### config.mk
export PLATFORM = sky130hd
export DESIGN_NAME = rpg_gate
export DESIGN_NICKNAME = d
export VERILOG_FILES = /design/src/rpg_pkg.sv /design/src/rpg_gate.sv
export SDC_FILE = /design/constraint.sdc
export NUM_CORES = 2
export LEC_CHECK = 0
export ABC_AREA = 1
export BUFFER_PORTS_ARGS = -buffer_cell sky130_fd_sc_hd__buf_2
export CORE_MARGIN = 1.5
export CORE_UTILIZATION = 60
export DETAILED_ROUTE_END_ITERATION = 16
export PLACE_DENSITY = 0.77
export SLEW_MARGIN = 5
export SYNTH_ARGS = -nofsm -noshare
export SYNTH_HDL_FRONTEND = slang
export SYNTH_SLANG_ARGS = --single-unit
### constraint.sdc
create_clock -name ref_clk -period 272.8 [get_ports ref_clk]
set_input_delay 0 -clock ref_clk [delete_from_list [all_inputs] [get_ports ref_clk]]
set_output_delay 0 -clock ref_clk [all_outputs]
set_load 0.01 [all_outputs]
### src/rpg_pkg.sv
// Purpose: Shared constants and types for the pulse gate and fault latch
// Assumes: 50 MHz ref_clk, APB register access
// Notes: Operation list below
// Operation
// - Pulse settings accepted only from the host serial command path
// - Frequency valid from 150 Hz to 50000 Hz, sets pulse period
// - Duty cycle valid from 10 to 90 percent
// - While pulsing, output on for duty percent of each period
// - Setting changes rejected while output is on
// - Valid frequency and duty via commands 93 and 96 enable pulsing
// - Invalid combination disables pulsing, output becomes steady
// - Read-back commands 193 and 196 return held frequency and duty
// - Settings volatile; every reset restores defaults
// - Over-temperature shutdown disables output, latches overtemp and alarm
// - Temperature warning flashes overtemp indicator, output unchanged
// - After interlock break, output and indicator off until restored and off command
// - Latched-off output flashes output-on indicator until cause clears and off
// - User mode request at power-up blocks output, flashes until off command
// - Any error-code fault lights the alarm indicator
// - Error code holds one active fault by priority: live overtemp, interlock, supply, timer, then latched overtemp; zero when none
// - Setpoint timer expiry shuts output off, error held until off command
package rpg_pkg;
  // =====================================================
  // Clock and timing
  localparam int unsigned CLK_HZ = 50_000_000;
  localparam int unsigned FLASH_MS = 250;
  localparam int unsigned FLASH_CYC = CLK_HZ / 1000 * FLASH_MS;
  // =====================================================
  // Limits and defaults
  localparam logic [15:0] FREQ_MIN = 16'd150;
  localparam logic [15:0] FREQ_MAX = 16'd50000;
  localparam logic [7:0] DUTY_MIN = 8'd10;
  localparam logic [7:0] DUTY_MAX = 8'd90;
  localparam logic [15:0] FREQ_RST = 16'd1000;
  localparam logic [7:0] DUTY_RST = 8'd50;
  // =====================================================
  // Commands
  localparam logic [7:0] CMD_OFF = 8'h01;
  localparam logic [7:0] CMD_ON = 8'h02;
  localparam logic [7:0] CMD_SET_FREQ = 8'd93;
  localparam logic [7:0] CMD_SET_DUTY = 8'd96;
  localparam logic [7:0] CMD_GET_FREQ = 8'd193;
  localparam logic [7:0] CMD_GET_DUTY = 8'd196;
  // =====================================================
  // APB offsets
  localparam logic [7:0] OFS_CMD = 8'h00;
  localparam logic [7:0] OFS_RESP = 8'h04;
  localparam logic [7:0] OFS_STAT = 8'h08;
  localparam logic [7:0] OFS_ERR = 8'h0c;
  localparam logic [7:0] OFS_TMR = 8'h10;
  // CMD register fields: [7:0] code, [23:8] argument
  localparam int CMD_ARG_LSB = 8;
  // =====================================================
  // Error codes
  localparam logic [7:0] ERR_NONE = 8'h00;
  localparam logic [7:0] ERR_TIMER = 8'h01;
  localparam logic [7:0] ERR_OTEMP = 8'h04;
  localparam logic [7:0] ERR_ILOCK = 8'h10;
  localparam logic [7:0] ERR_SUPPLY = 8'h11;
  typedef struct packed {
    logic output_on;
    logic ovt;
    logic alarm;
    logic ilock;
    logic mains_present_indicator;
  } rpg_led_s;
  typedef enum logic [1:0] {ST_OFF = 2'b00, ST_ON = 2'b01, ST_LATCH = 2'b11} rpg_state_e;
endpackage

### src/rpg_gate.sv
// Purpose: Output-enable pulse gate with fault and interlock latches
// Assumes: Fault inputs are asynchronous pins; APB on ref_clk
// Notes: Command register is the host serial path
module rpg_gate
  import rpg_pkg::*;
(
  input wire logic ref_clk,
  input wire logic rst_n,
  input wire logic psel,
  input wire logic penable,
  input wire logic pwrite,
  input wire logic [7:0] paddr,
  input wire logic [31:0] pwdata,
  output logic [31:0] prdata,
  output logic pready,
  output logic pslverr,
  input wire logic user_mode,
  input wire logic output_enable_request,
  input wire logic output_disable_request,
  input wire logic pin_ovt_shutdown,
  input wire logic pin_ovt_warning,
  input wire logic pin_interlock_ok,
  input wire logic pin_mains_ok,
  input wire logic pin_at_setpoint,
  output logic rf_gate,
  output rpg_led_s leds
);
  // =====================================================
  // Input synchronisers
  logic [6:0] sy1_q, sy2_q;
  always_ff @(posedge ref_clk)
  begin
    sy1_q <= {user_mode, output_enable_request, output_disable_request,
              pin_ovt_shutdown, pin_ovt_warning, pin_interlock_ok, pin_mains_ok};
    sy2_q <= sy1_q;
  end
  logic umode, uon, uoff, ovt_sd, ovt_w, ilk_ok, mains_ok, at_sp;
  logic sp1_q, sp2_q;
  always_ff @(posedge ref_clk)
  begin
    sp1_q <= pin_at_setpoint;
    sp2_q <= sp1_q;
  end
  assign {umode, uon, uoff, ovt_sd, ovt_w, ilk_ok, mains_ok} = sy2_q;
  assign at_sp = sp2_q;

  // =====================================================
  // APB decode
  logic wr, rd;
  // Zero wait states: every register answers in its access cycle
  assign pready = 1'b1;
  assign wr = psel & penable & pwrite;
  assign rd = psel & penable & ~pwrite;
  function automatic logic hit(input logic [7:0] a);
    hit = (a == OFS_CMD) || (a == OFS_RESP) || (a == OFS_STAT) || (a == OFS_ERR)
          || (a == OFS_TMR);
  endfunction
  assign pslverr = psel & penable & ~hit(paddr);
  logic cmd_wr;
  logic [7:0] code;
  logic [15:0] arg;
  assign cmd_wr = wr && paddr == OFS_CMD;
  assign code = pwdata[7:0];
  assign arg = pwdata[CMD_ARG_LSB +: 16];
  logic off_cmd, on_cmd;
  assign off_cmd = (cmd_wr && code == CMD_OFF) || (umode && uoff);
  assign on_cmd = (cmd_wr && code == CMD_ON && !umode) || (umode && uon);

  // =====================================================
  // Settings and control state
  logic [15:0] freq_q, freq_d;
  logic [7:0] duty_q, duty_d;
  logic fvalid_q, fvalid_d, dvalid_q, dvalid_d;
  logic [31:0] resp_q, resp_d;
  logic [31:0] tmr_q, tmr_d;
  rpg_state_e st_q, st_d;
  logic ovt_lat_q, ovt_lat_d, ilk_lat_q, ilk_lat_d, sup_lat_q, sup_lat_d;
  logic tmo_q, tmo_d, boot_q, boot_d, first_q, first_d;
  logic [7:0] err_q, err_d;
  logic [31:0] spc_q, spc_d;
  logic [25:0] per_q, per_d, ontm_q, ontm_d, pc_q, pc_d;
  logic [23:0] fl_q, fl_d;
  logic pulse_en;
  logic cause;
  assign pulse_en = fvalid_q & dvalid_q;
  // A live cause blocks both a start and a release
  assign cause = ovt_sd | ~ilk_ok | ~mains_ok;

  function automatic logic [25:0] per_of(input logic [15:0] f);
    per_of = 26'(CLK_HZ / 32'(f));
  endfunction

  // Shared by both setting checks; bounds are inclusive
  function automatic logic in_range(input logic [15:0] v, input logic [15:0] lo,
                                    input logic [15:0] hi);
    in_range = v >= lo && v <= hi;
  endfunction

  always_comb
  begin
    freq_d = freq_q;
    duty_d = duty_q;
    fvalid_d = fvalid_q;
    dvalid_d = dvalid_q;
    resp_d = resp_q;
    tmr_d = tmr_q;
    if (cmd_wr && st_q != ST_ON)
    begin
      if (code == CMD_SET_FREQ)
      begin
        freq_d = arg;
        fvalid_d = in_range(arg, FREQ_MIN, FREQ_MAX);
      end
      if (code == CMD_SET_DUTY)
      begin
        duty_d = arg[7:0];
        dvalid_d = in_range(arg, 16'(DUTY_MIN), 16'(DUTY_MAX));
      end
    end
    if (cmd_wr && code == CMD_GET_FREQ)
      resp_d = {16'h0000, freq_q};
    if (cmd_wr && code == CMD_GET_DUTY)
      resp_d = {24'h000000, duty_q};
    if (wr && paddr == OFS_TMR)
      tmr_d = pwdata;
  end

  // =====================================================
  // Fault latches and output state
  always_comb
  begin
    ovt_lat_d = ovt_lat_q;
    ilk_lat_d = ilk_lat_q;
    sup_lat_d = sup_lat_q;
    tmo_d = tmo_q;
    boot_d = boot_q;
    first_d = 1'b0;
    st_d = st_q;
    spc_d = spc_q;
    if (!ovt_w && !ovt_sd)
      ovt_lat_d = 1'b0;
    if (off_cmd)
    begin
      boot_d = 1'b0;
      tmo_d = 1'b0;
      if (ilk_ok)
        ilk_lat_d = 1'b0;
      if (mains_ok)
        sup_lat_d = 1'b0;
    end
    // Power-up request outranks an off seen in the same cycle
    if (first_q && umode && uon)
      boot_d = 1'b1;
    if (ovt_sd)
      ovt_lat_d = 1'b1;
    if (!ilk_ok)
      ilk_lat_d = 1'b1;
    if (!mains_ok)
      sup_lat_d = 1'b1;
    // Timer runs only while on and short of setpoint
    spc_d = (st_q == ST_ON && !at_sp) ? spc_q + 32'd1 : 32'd0;
    if (tmr_q != 32'd0 && spc_q >= tmr_q)
      tmo_d = 1'b1;
    case (st_q)
      ST_OFF:
        if (on_cmd && !boot_d && !cause)
          st_d = ST_ON;
      ST_ON:
        if (off_cmd)
          st_d = ST_OFF;
        else if (ovt_lat_d || ilk_lat_d || sup_lat_d || tmo_d)
          st_d = ST_LATCH;
      ST_LATCH:
        if (off_cmd && !cause && !ovt_lat_d)
          st_d = ST_OFF;
      default:
        st_d = ST_OFF;
    endcase
    // A fault in this cycle beats a concurrent on command
    if (ilk_lat_d || sup_lat_d || ovt_lat_d || tmo_d)
      if (st_d == ST_ON)
        st_d = ST_LATCH;
  end

  always_comb
  begin
    err_d = ERR_NONE;
    if (tmo_q)
      err_d = ERR_TIMER;
    if (sup_lat_q)
      err_d = ERR_SUPPLY;
    if (ilk_lat_q)
      err_d = ERR_ILOCK;
    if (ovt_lat_q && ovt_sd)
      err_d = ERR_OTEMP;
    else if (ovt_lat_q && err_d == ERR_NONE)
      err_d = ERR_OTEMP;
  end

  // =====================================================
  // Pulse timing
  always_comb
  begin
    per_d = per_of(pulse_en ? freq_q : FREQ_RST);
    ontm_d = 26'((32'(per_d) * 32'(duty_q)) / 32'd100);
    pc_d = (st_q != ST_ON || pc_q + 26'd1 >= per_q) ? 26'd0 : pc_q + 26'd1;
    fl_d = (fl_q + 24'd1 >= 24'(FLASH_CYC)) ? 24'd0 : fl_q + 24'd1;
  end

  // Half-rate toggle keeps flash slow without a second counter
  logic blink_q, blink_d;
  assign blink_d = (fl_q == 24'd0) ? ~blink_q : blink_q;

  always_ff @(posedge ref_clk)
  begin
    if (!rst_n)
    begin
      freq_q <= FREQ_RST;
      duty_q <= DUTY_RST;
      fvalid_q <= 1'b0;
      dvalid_q <= 1'b0;
      resp_q <= 32'h00000000;
      tmr_q <= 32'h00000000;
      st_q <= ST_OFF;
      ovt_lat_q <= 1'b0;
      ilk_lat_q <= 1'b0;
      sup_lat_q <= 1'b0;
      tmo_q <= 1'b0;
      boot_q <= 1'b0;
      first_q <= 1'b1;
      err_q <= ERR_NONE;
      spc_q <= 32'h00000000;
      per_q <= 26'h0000000;
      ontm_q <= 26'h0000000;
      pc_q <= 26'h0000000;
      fl_q <= 24'h000000;
      blink_q <= 1'b0;
    end
    else
    begin
      freq_q <= freq_d;
      duty_q <= duty_d;
      fvalid_q <= fvalid_d;
      dvalid_q <= dvalid_d;
      resp_q <= resp_d;
      tmr_q <= tmr_d;
      st_q <= st_d;
      ovt_lat_q <= ovt_lat_d;
      ilk_lat_q <= ilk_lat_d;
      sup_lat_q <= sup_lat_d;
      tmo_q <= tmo_d;
      boot_q <= boot_d;
      first_q <= first_d;
      err_q <= err_d;
      spc_q <= spc_d;
      per_q <= per_d;
      ontm_q <= ontm_d;
      pc_q <= pc_d;
      fl_q <= fl_d;
      blink_q <= blink_d;
    end
  end

  // =====================================================
  // Outputs
  logic gate_d, gate_q;
  rpg_led_s led_d, led_q;
  assign gate_d = (st_q == ST_ON) && (!pulse_en || pc_q < ontm_q);
  always_comb
  begin
    led_d.output_on = (st_q == ST_ON) | ((st_q == ST_LATCH || boot_q) & blink_q);
    // Latched shutdown shows solid until below warning; a warning alone flashes
    led_d.ovt = ovt_sd | ovt_lat_q | (ovt_w & blink_q);
    led_d.alarm = err_q != ERR_NONE;
    led_d.ilock = ilk_ok & ~ilk_lat_q;
    led_d.mains_present_indicator = mains_ok;
  end
  always_ff @(posedge ref_clk)
  begin
    if (!rst_n)
    begin
      gate_q <= 1'b0;
      led_q <= '0;
      prdata <= 32'h00000000;
    end
    else
    begin
      gate_q <= gate_d;
      led_q <= led_d;
      case (paddr)
        OFS_RESP: prdata <= resp_q;
        OFS_STAT: prdata <= {24'h000000, pulse_en, boot_q, tmo_q, sup_lat_q,
                             ilk_lat_q, ovt_lat_q, st_q};
        OFS_ERR: prdata <= {24'h000000, err_q};
        OFS_TMR: prdata <= tmr_q;
        default: prdata <= 32'h00000000;
      endcase
    end
  end
  assign rf_gate = gate_q;
  assign leds = led_q;
endmodule // rpg_gate

==> parameters.txt <==
Parameter                              Value

Pwr
  IR Drop Worst-Case VDD    around 0.0045 mV
  Portion of total power attributed to sequential cells    a little under half
  Sw Share    26.7%
  Internal power of the cells    64.4 uW
  Static Leak    ~0.026 uW
  Portion of total power attributed to the clock network    42.2%
  Total power per unit cell area    1.83 nW/um^2
  Sw power    ~23 uW
  Comb pwr share    11.1%

Placed design
  Placement-stage worst setup slack    178970 ps
  Half-perimeter wire length of the detailed placement result    105000 um
  Placer's final routability congestion estimate    1.00
  Number of placed instances, taps included    8188
  Count of buffers inserted at the top-level ports    91

Route
  Highest metal layer with signal wires    met5
  Total met2 wirelength after detailed routing    59100 um
  Number of routed nets with antenna violations    0
  Routed vias    46800
  DRC errors left    0
  Routed length per placed instance    around 16 um
  Pre-Repair DR Iteration Count    8
  Via density    5.65
  Routed length on met1    between 50000 and 60000 um
  Number of DRC markers after the initial detailed-route iteration    4087
  Amount of wire on met3 after detailed routing    between 10000 and 15000 um
  Wire length reported by the detailed router    between 100000 and 150000 um

Worst setup path
  Launch instance of the worst register-to-register path    fvalid_q$_SDFFE_PN0P_
  Crit-path leading delay family    simple AND/OR/NAND/NOR gates
  Worst setup slack for register-to-register paths    177150 ps
  Levels on crit path    605
  Critical path peak fanout    39
  Depth of the worst register-to-register path    605
  Worst EP required    273290 ps
  Critical R2R Capture    ontm_q[0]$_SDFF_PN0_
  Critical path class    register to register
  Destination of the critical timing path    ontm_q[0]$_SDFF_PN0_
  Slowest library cell on the worst path    inv_1
  Critical path startpoint category    register
  Arrival time of the worst setup path    approximately 96000 ps
  Slowest stage delay, CP    640 ps
  Start point of the critical path    fvalid_q$_SDFFE_PN0P_
  Combined buffer and inverter count along the critical path    approximately 70
  Cell type with the highest occurrence count on the critical path    nand2_1
  Critical Path Sink Type    register

Yosys
  Area share of the leading cell type in the synthesized netlist    14.1%
  Synth Register Bits    274
  Number of flops mapped to enable cells by yosys    0
  Biggest area consumer among synthesized cells    nand2_1
  Cell types with the largest area share after synthesis    nand2_1, ha_1, dfxtp_1, inv_1, fa_1
  Post-synthesis cell area    45400 um^2
  Cell count after synthesis    7254
  Share of the yosys chip area belonging to registers    approximately an eighth
  Post-synth net total    ~8000
  FFs w/ async S/R, synth    0%
  Main flop type after synthesis    dfxtp_1
  Unique cell type count in the Yosys netlist    75
  Count of warnings emitted by yosys    0
  Avg Synthesized Cell Area    6.26 um^2

Clock tree
  Clock sinks    274
  Clock Path Buffers    3
  Root Buffer    clkbuf_16
  Total clock buffers created by CTS    27
  Number of levels the H-tree was split into    1
  CTS tree    done
  Clock slew at the register clock pins of the worst setup and hold paths    70 ps
  Latest clock arrival within the worst-skew pair    600 ps

STA
  Final setup violation count    0
  Worst slew slack as a fraction of its limit    around a third
  Actual slew at the worst max-slew pin    between 1000 and 1500 ps
  Clk_skew    48.8 ps
  Final-report max-slew violation count    0
  Setup repair after global routing missed its margin    false
  Setup_tns    0 ps
  Part of the cycle the worst path needs    35.1%
  Final count of hold timing violations    0
  Crit path setup slack, layout    177150 ps
  Peak clock frequency supported by timing    10.5 MHz
  Minimum clock period after layout    roughly 96000 ps

Run status
  Status    finished, final reports clean

Floorplanning
  Initial core utilization    60.8%
  Floorplan core area    74700 um^2
  Site Rows    100
  Die footprint    77400 um^2
  Height of the die    278 um
  Count of boundary I/O pins    a little over 90
  Die span in x    278 um

Global routing
  Largest net degree at the start of global routing    between 70 and 80
  Number of antenna violations at the first check in global routing    3
  Overall track demand over capacity in global routing    33.4%
  Overflow left after global routing    0
  Number of global-route vias before repair    42900
  First-pass GRT wire length    215000 um

Cells and area
  Count of placed standard cells in the final layout, fillers left out    roughly 8300
  Fill cell instance count of the final layout    between 6000 and 7000
  Layout net count    ~8000
  Final Util    64.1%
  Area grow syn2layout    5.37%
  Fraction of layout cells with a size suffix above 1    under 10%

Min path
  Class of the tightest hold or removal check    input pin to register

Run
  Number of max-cap violations    0
-- final cells by class --
type	instances	area (um^2)	area share [%]
multi-input combinational	5644	34700	72.6
sequential	274	5490	11.5
inverter	1173	4410	9.22
tap	969	1210	2.53
timing repair buffer	172	1170	2.45
clock buffer	37	753	1.57
clock inverter	9	86.3	0.180
antenna	1	2.50	0.00523
-- stage by stage --
stage / hold slack (ps) / cell area, um^2 / power [uW]
floorplan: 27.7 / 45400 / 48.7
global placement: 103 / 46600 / 50.9
detailed placement: 105 / 46600 / 51.0
CTS: 0.465 / 47900 / 88.0
global route: 53.3 / 47900 / 91.1
finish: 54.0 / 47900 / 87.8
-- flip-flops by register name, indices dropped and copies added (netlist names), 8 cells and up --
name and cells:
per_q 26, duty_q 8, fl_q 24, freq_q 16, ontm_q 26, resp_q 16, tmr_q 32, spc_q 32
pc_q 26, prdata 32
-- power groups by stage --
| stage | Clock (uW) | Sequential (uW) | Combinational (uW) |
|---|---|---|---|
| 5_1_grt | 38.8 | 41.0 | 11.3 |
| 6_report | 37.1 | 41.0 | 9.78 |
| 2_1_floorplan | 0 | 41.7 | 6.97 |
| 4_1_cts | 37.4 | 41.0 | 9.68 |
| 3_3_place_gp | 0 | 41.9 | 9.05 |
| 3_5_place_dp | 0 | 41.8 | 9.16 |
-- placed cells by master (no fill, tap or decap), types with 94 or more instances in the layout --
cell type,instances
a21oi_1,569
dfxtp_1,274
fa_1,143
ha_1,492
inv_1,1113
nand2_1,1700
nand2_2,94
nand3_1,359
nand4_1,131
nor2_1,593
nor3_1,99
o21ai_0,470
xnor2_1,150
xor2_1,275
-- Yosys cell counts, drive strengths merged, types with 136 or more instances --
master  number
a21oi      578
dfxtp      274
fa         143
ha         492
inv       1160
nand2     1808
nand3      405
nand4      136
nor2       655
o21ai      555
xnor2      150
xor2       275
-- layer usage --
layer | track usage [%] | up-vias
met5 | 0.563 | -
met4 | 8.87 | 6
met3 | 4.29 | 275
met2 | 55.4 | 1628
met1 | 45.5 | 21300
li1 | - | 23600
-- logic make-up (layout without fill, tap and decap cells) --
| kind of cell | after synthesis | after routing | share of synthesized area, % |
|---|---|---|---|
| buffers and inverters | 1336 | 1391 | 11.5 |
| xor gates and xnor gates | 425 | 425 | 8.19 |
| AOI/OAI and AO/OA | 1387 | 1387 | 17.1 |
| DFF | 274 | 274 | 12.1 |
| adders and majority gates | 635 | 635 | 19.8 |
| and+or+nand+nor | 3195 | 3195 | 31.3 |
| other | 2 | 3 | 0.0165 |
-- worst min-delay path by stage --
stage                                start              endpoint  cells after the start  slack [ps]
floorplan                  pin_at_setpoint         sp1_q$_DFF_P_                      0          30
global placement              pin_mains_ok      sy1_q[0]$_DFF_P_                      1         100
detailed placement  output_disable_request      sy1_q[4]$_DFF_P_                      1         100
CTS                               paddr[4]  prdata[0]$_SDFF_PN0_                      5         0.5
global route                     user_mode      sy1_q[6]$_DFF_P_                      2          50
finish                    pin_interlock_ok      sy1_q[1]$_DFF_P_                      2          50
-- timing repair --
item | in CTS | in global routing
hold buffers | 44 | 0
buffers inserted | 0 | 0
setup endpoints to repair | 0 | 0
gates resized for setup | 0 | 0
endpoints found under the hold margin | 77 | 0
No activity file was read; power rests on OpenSTA's default activity.
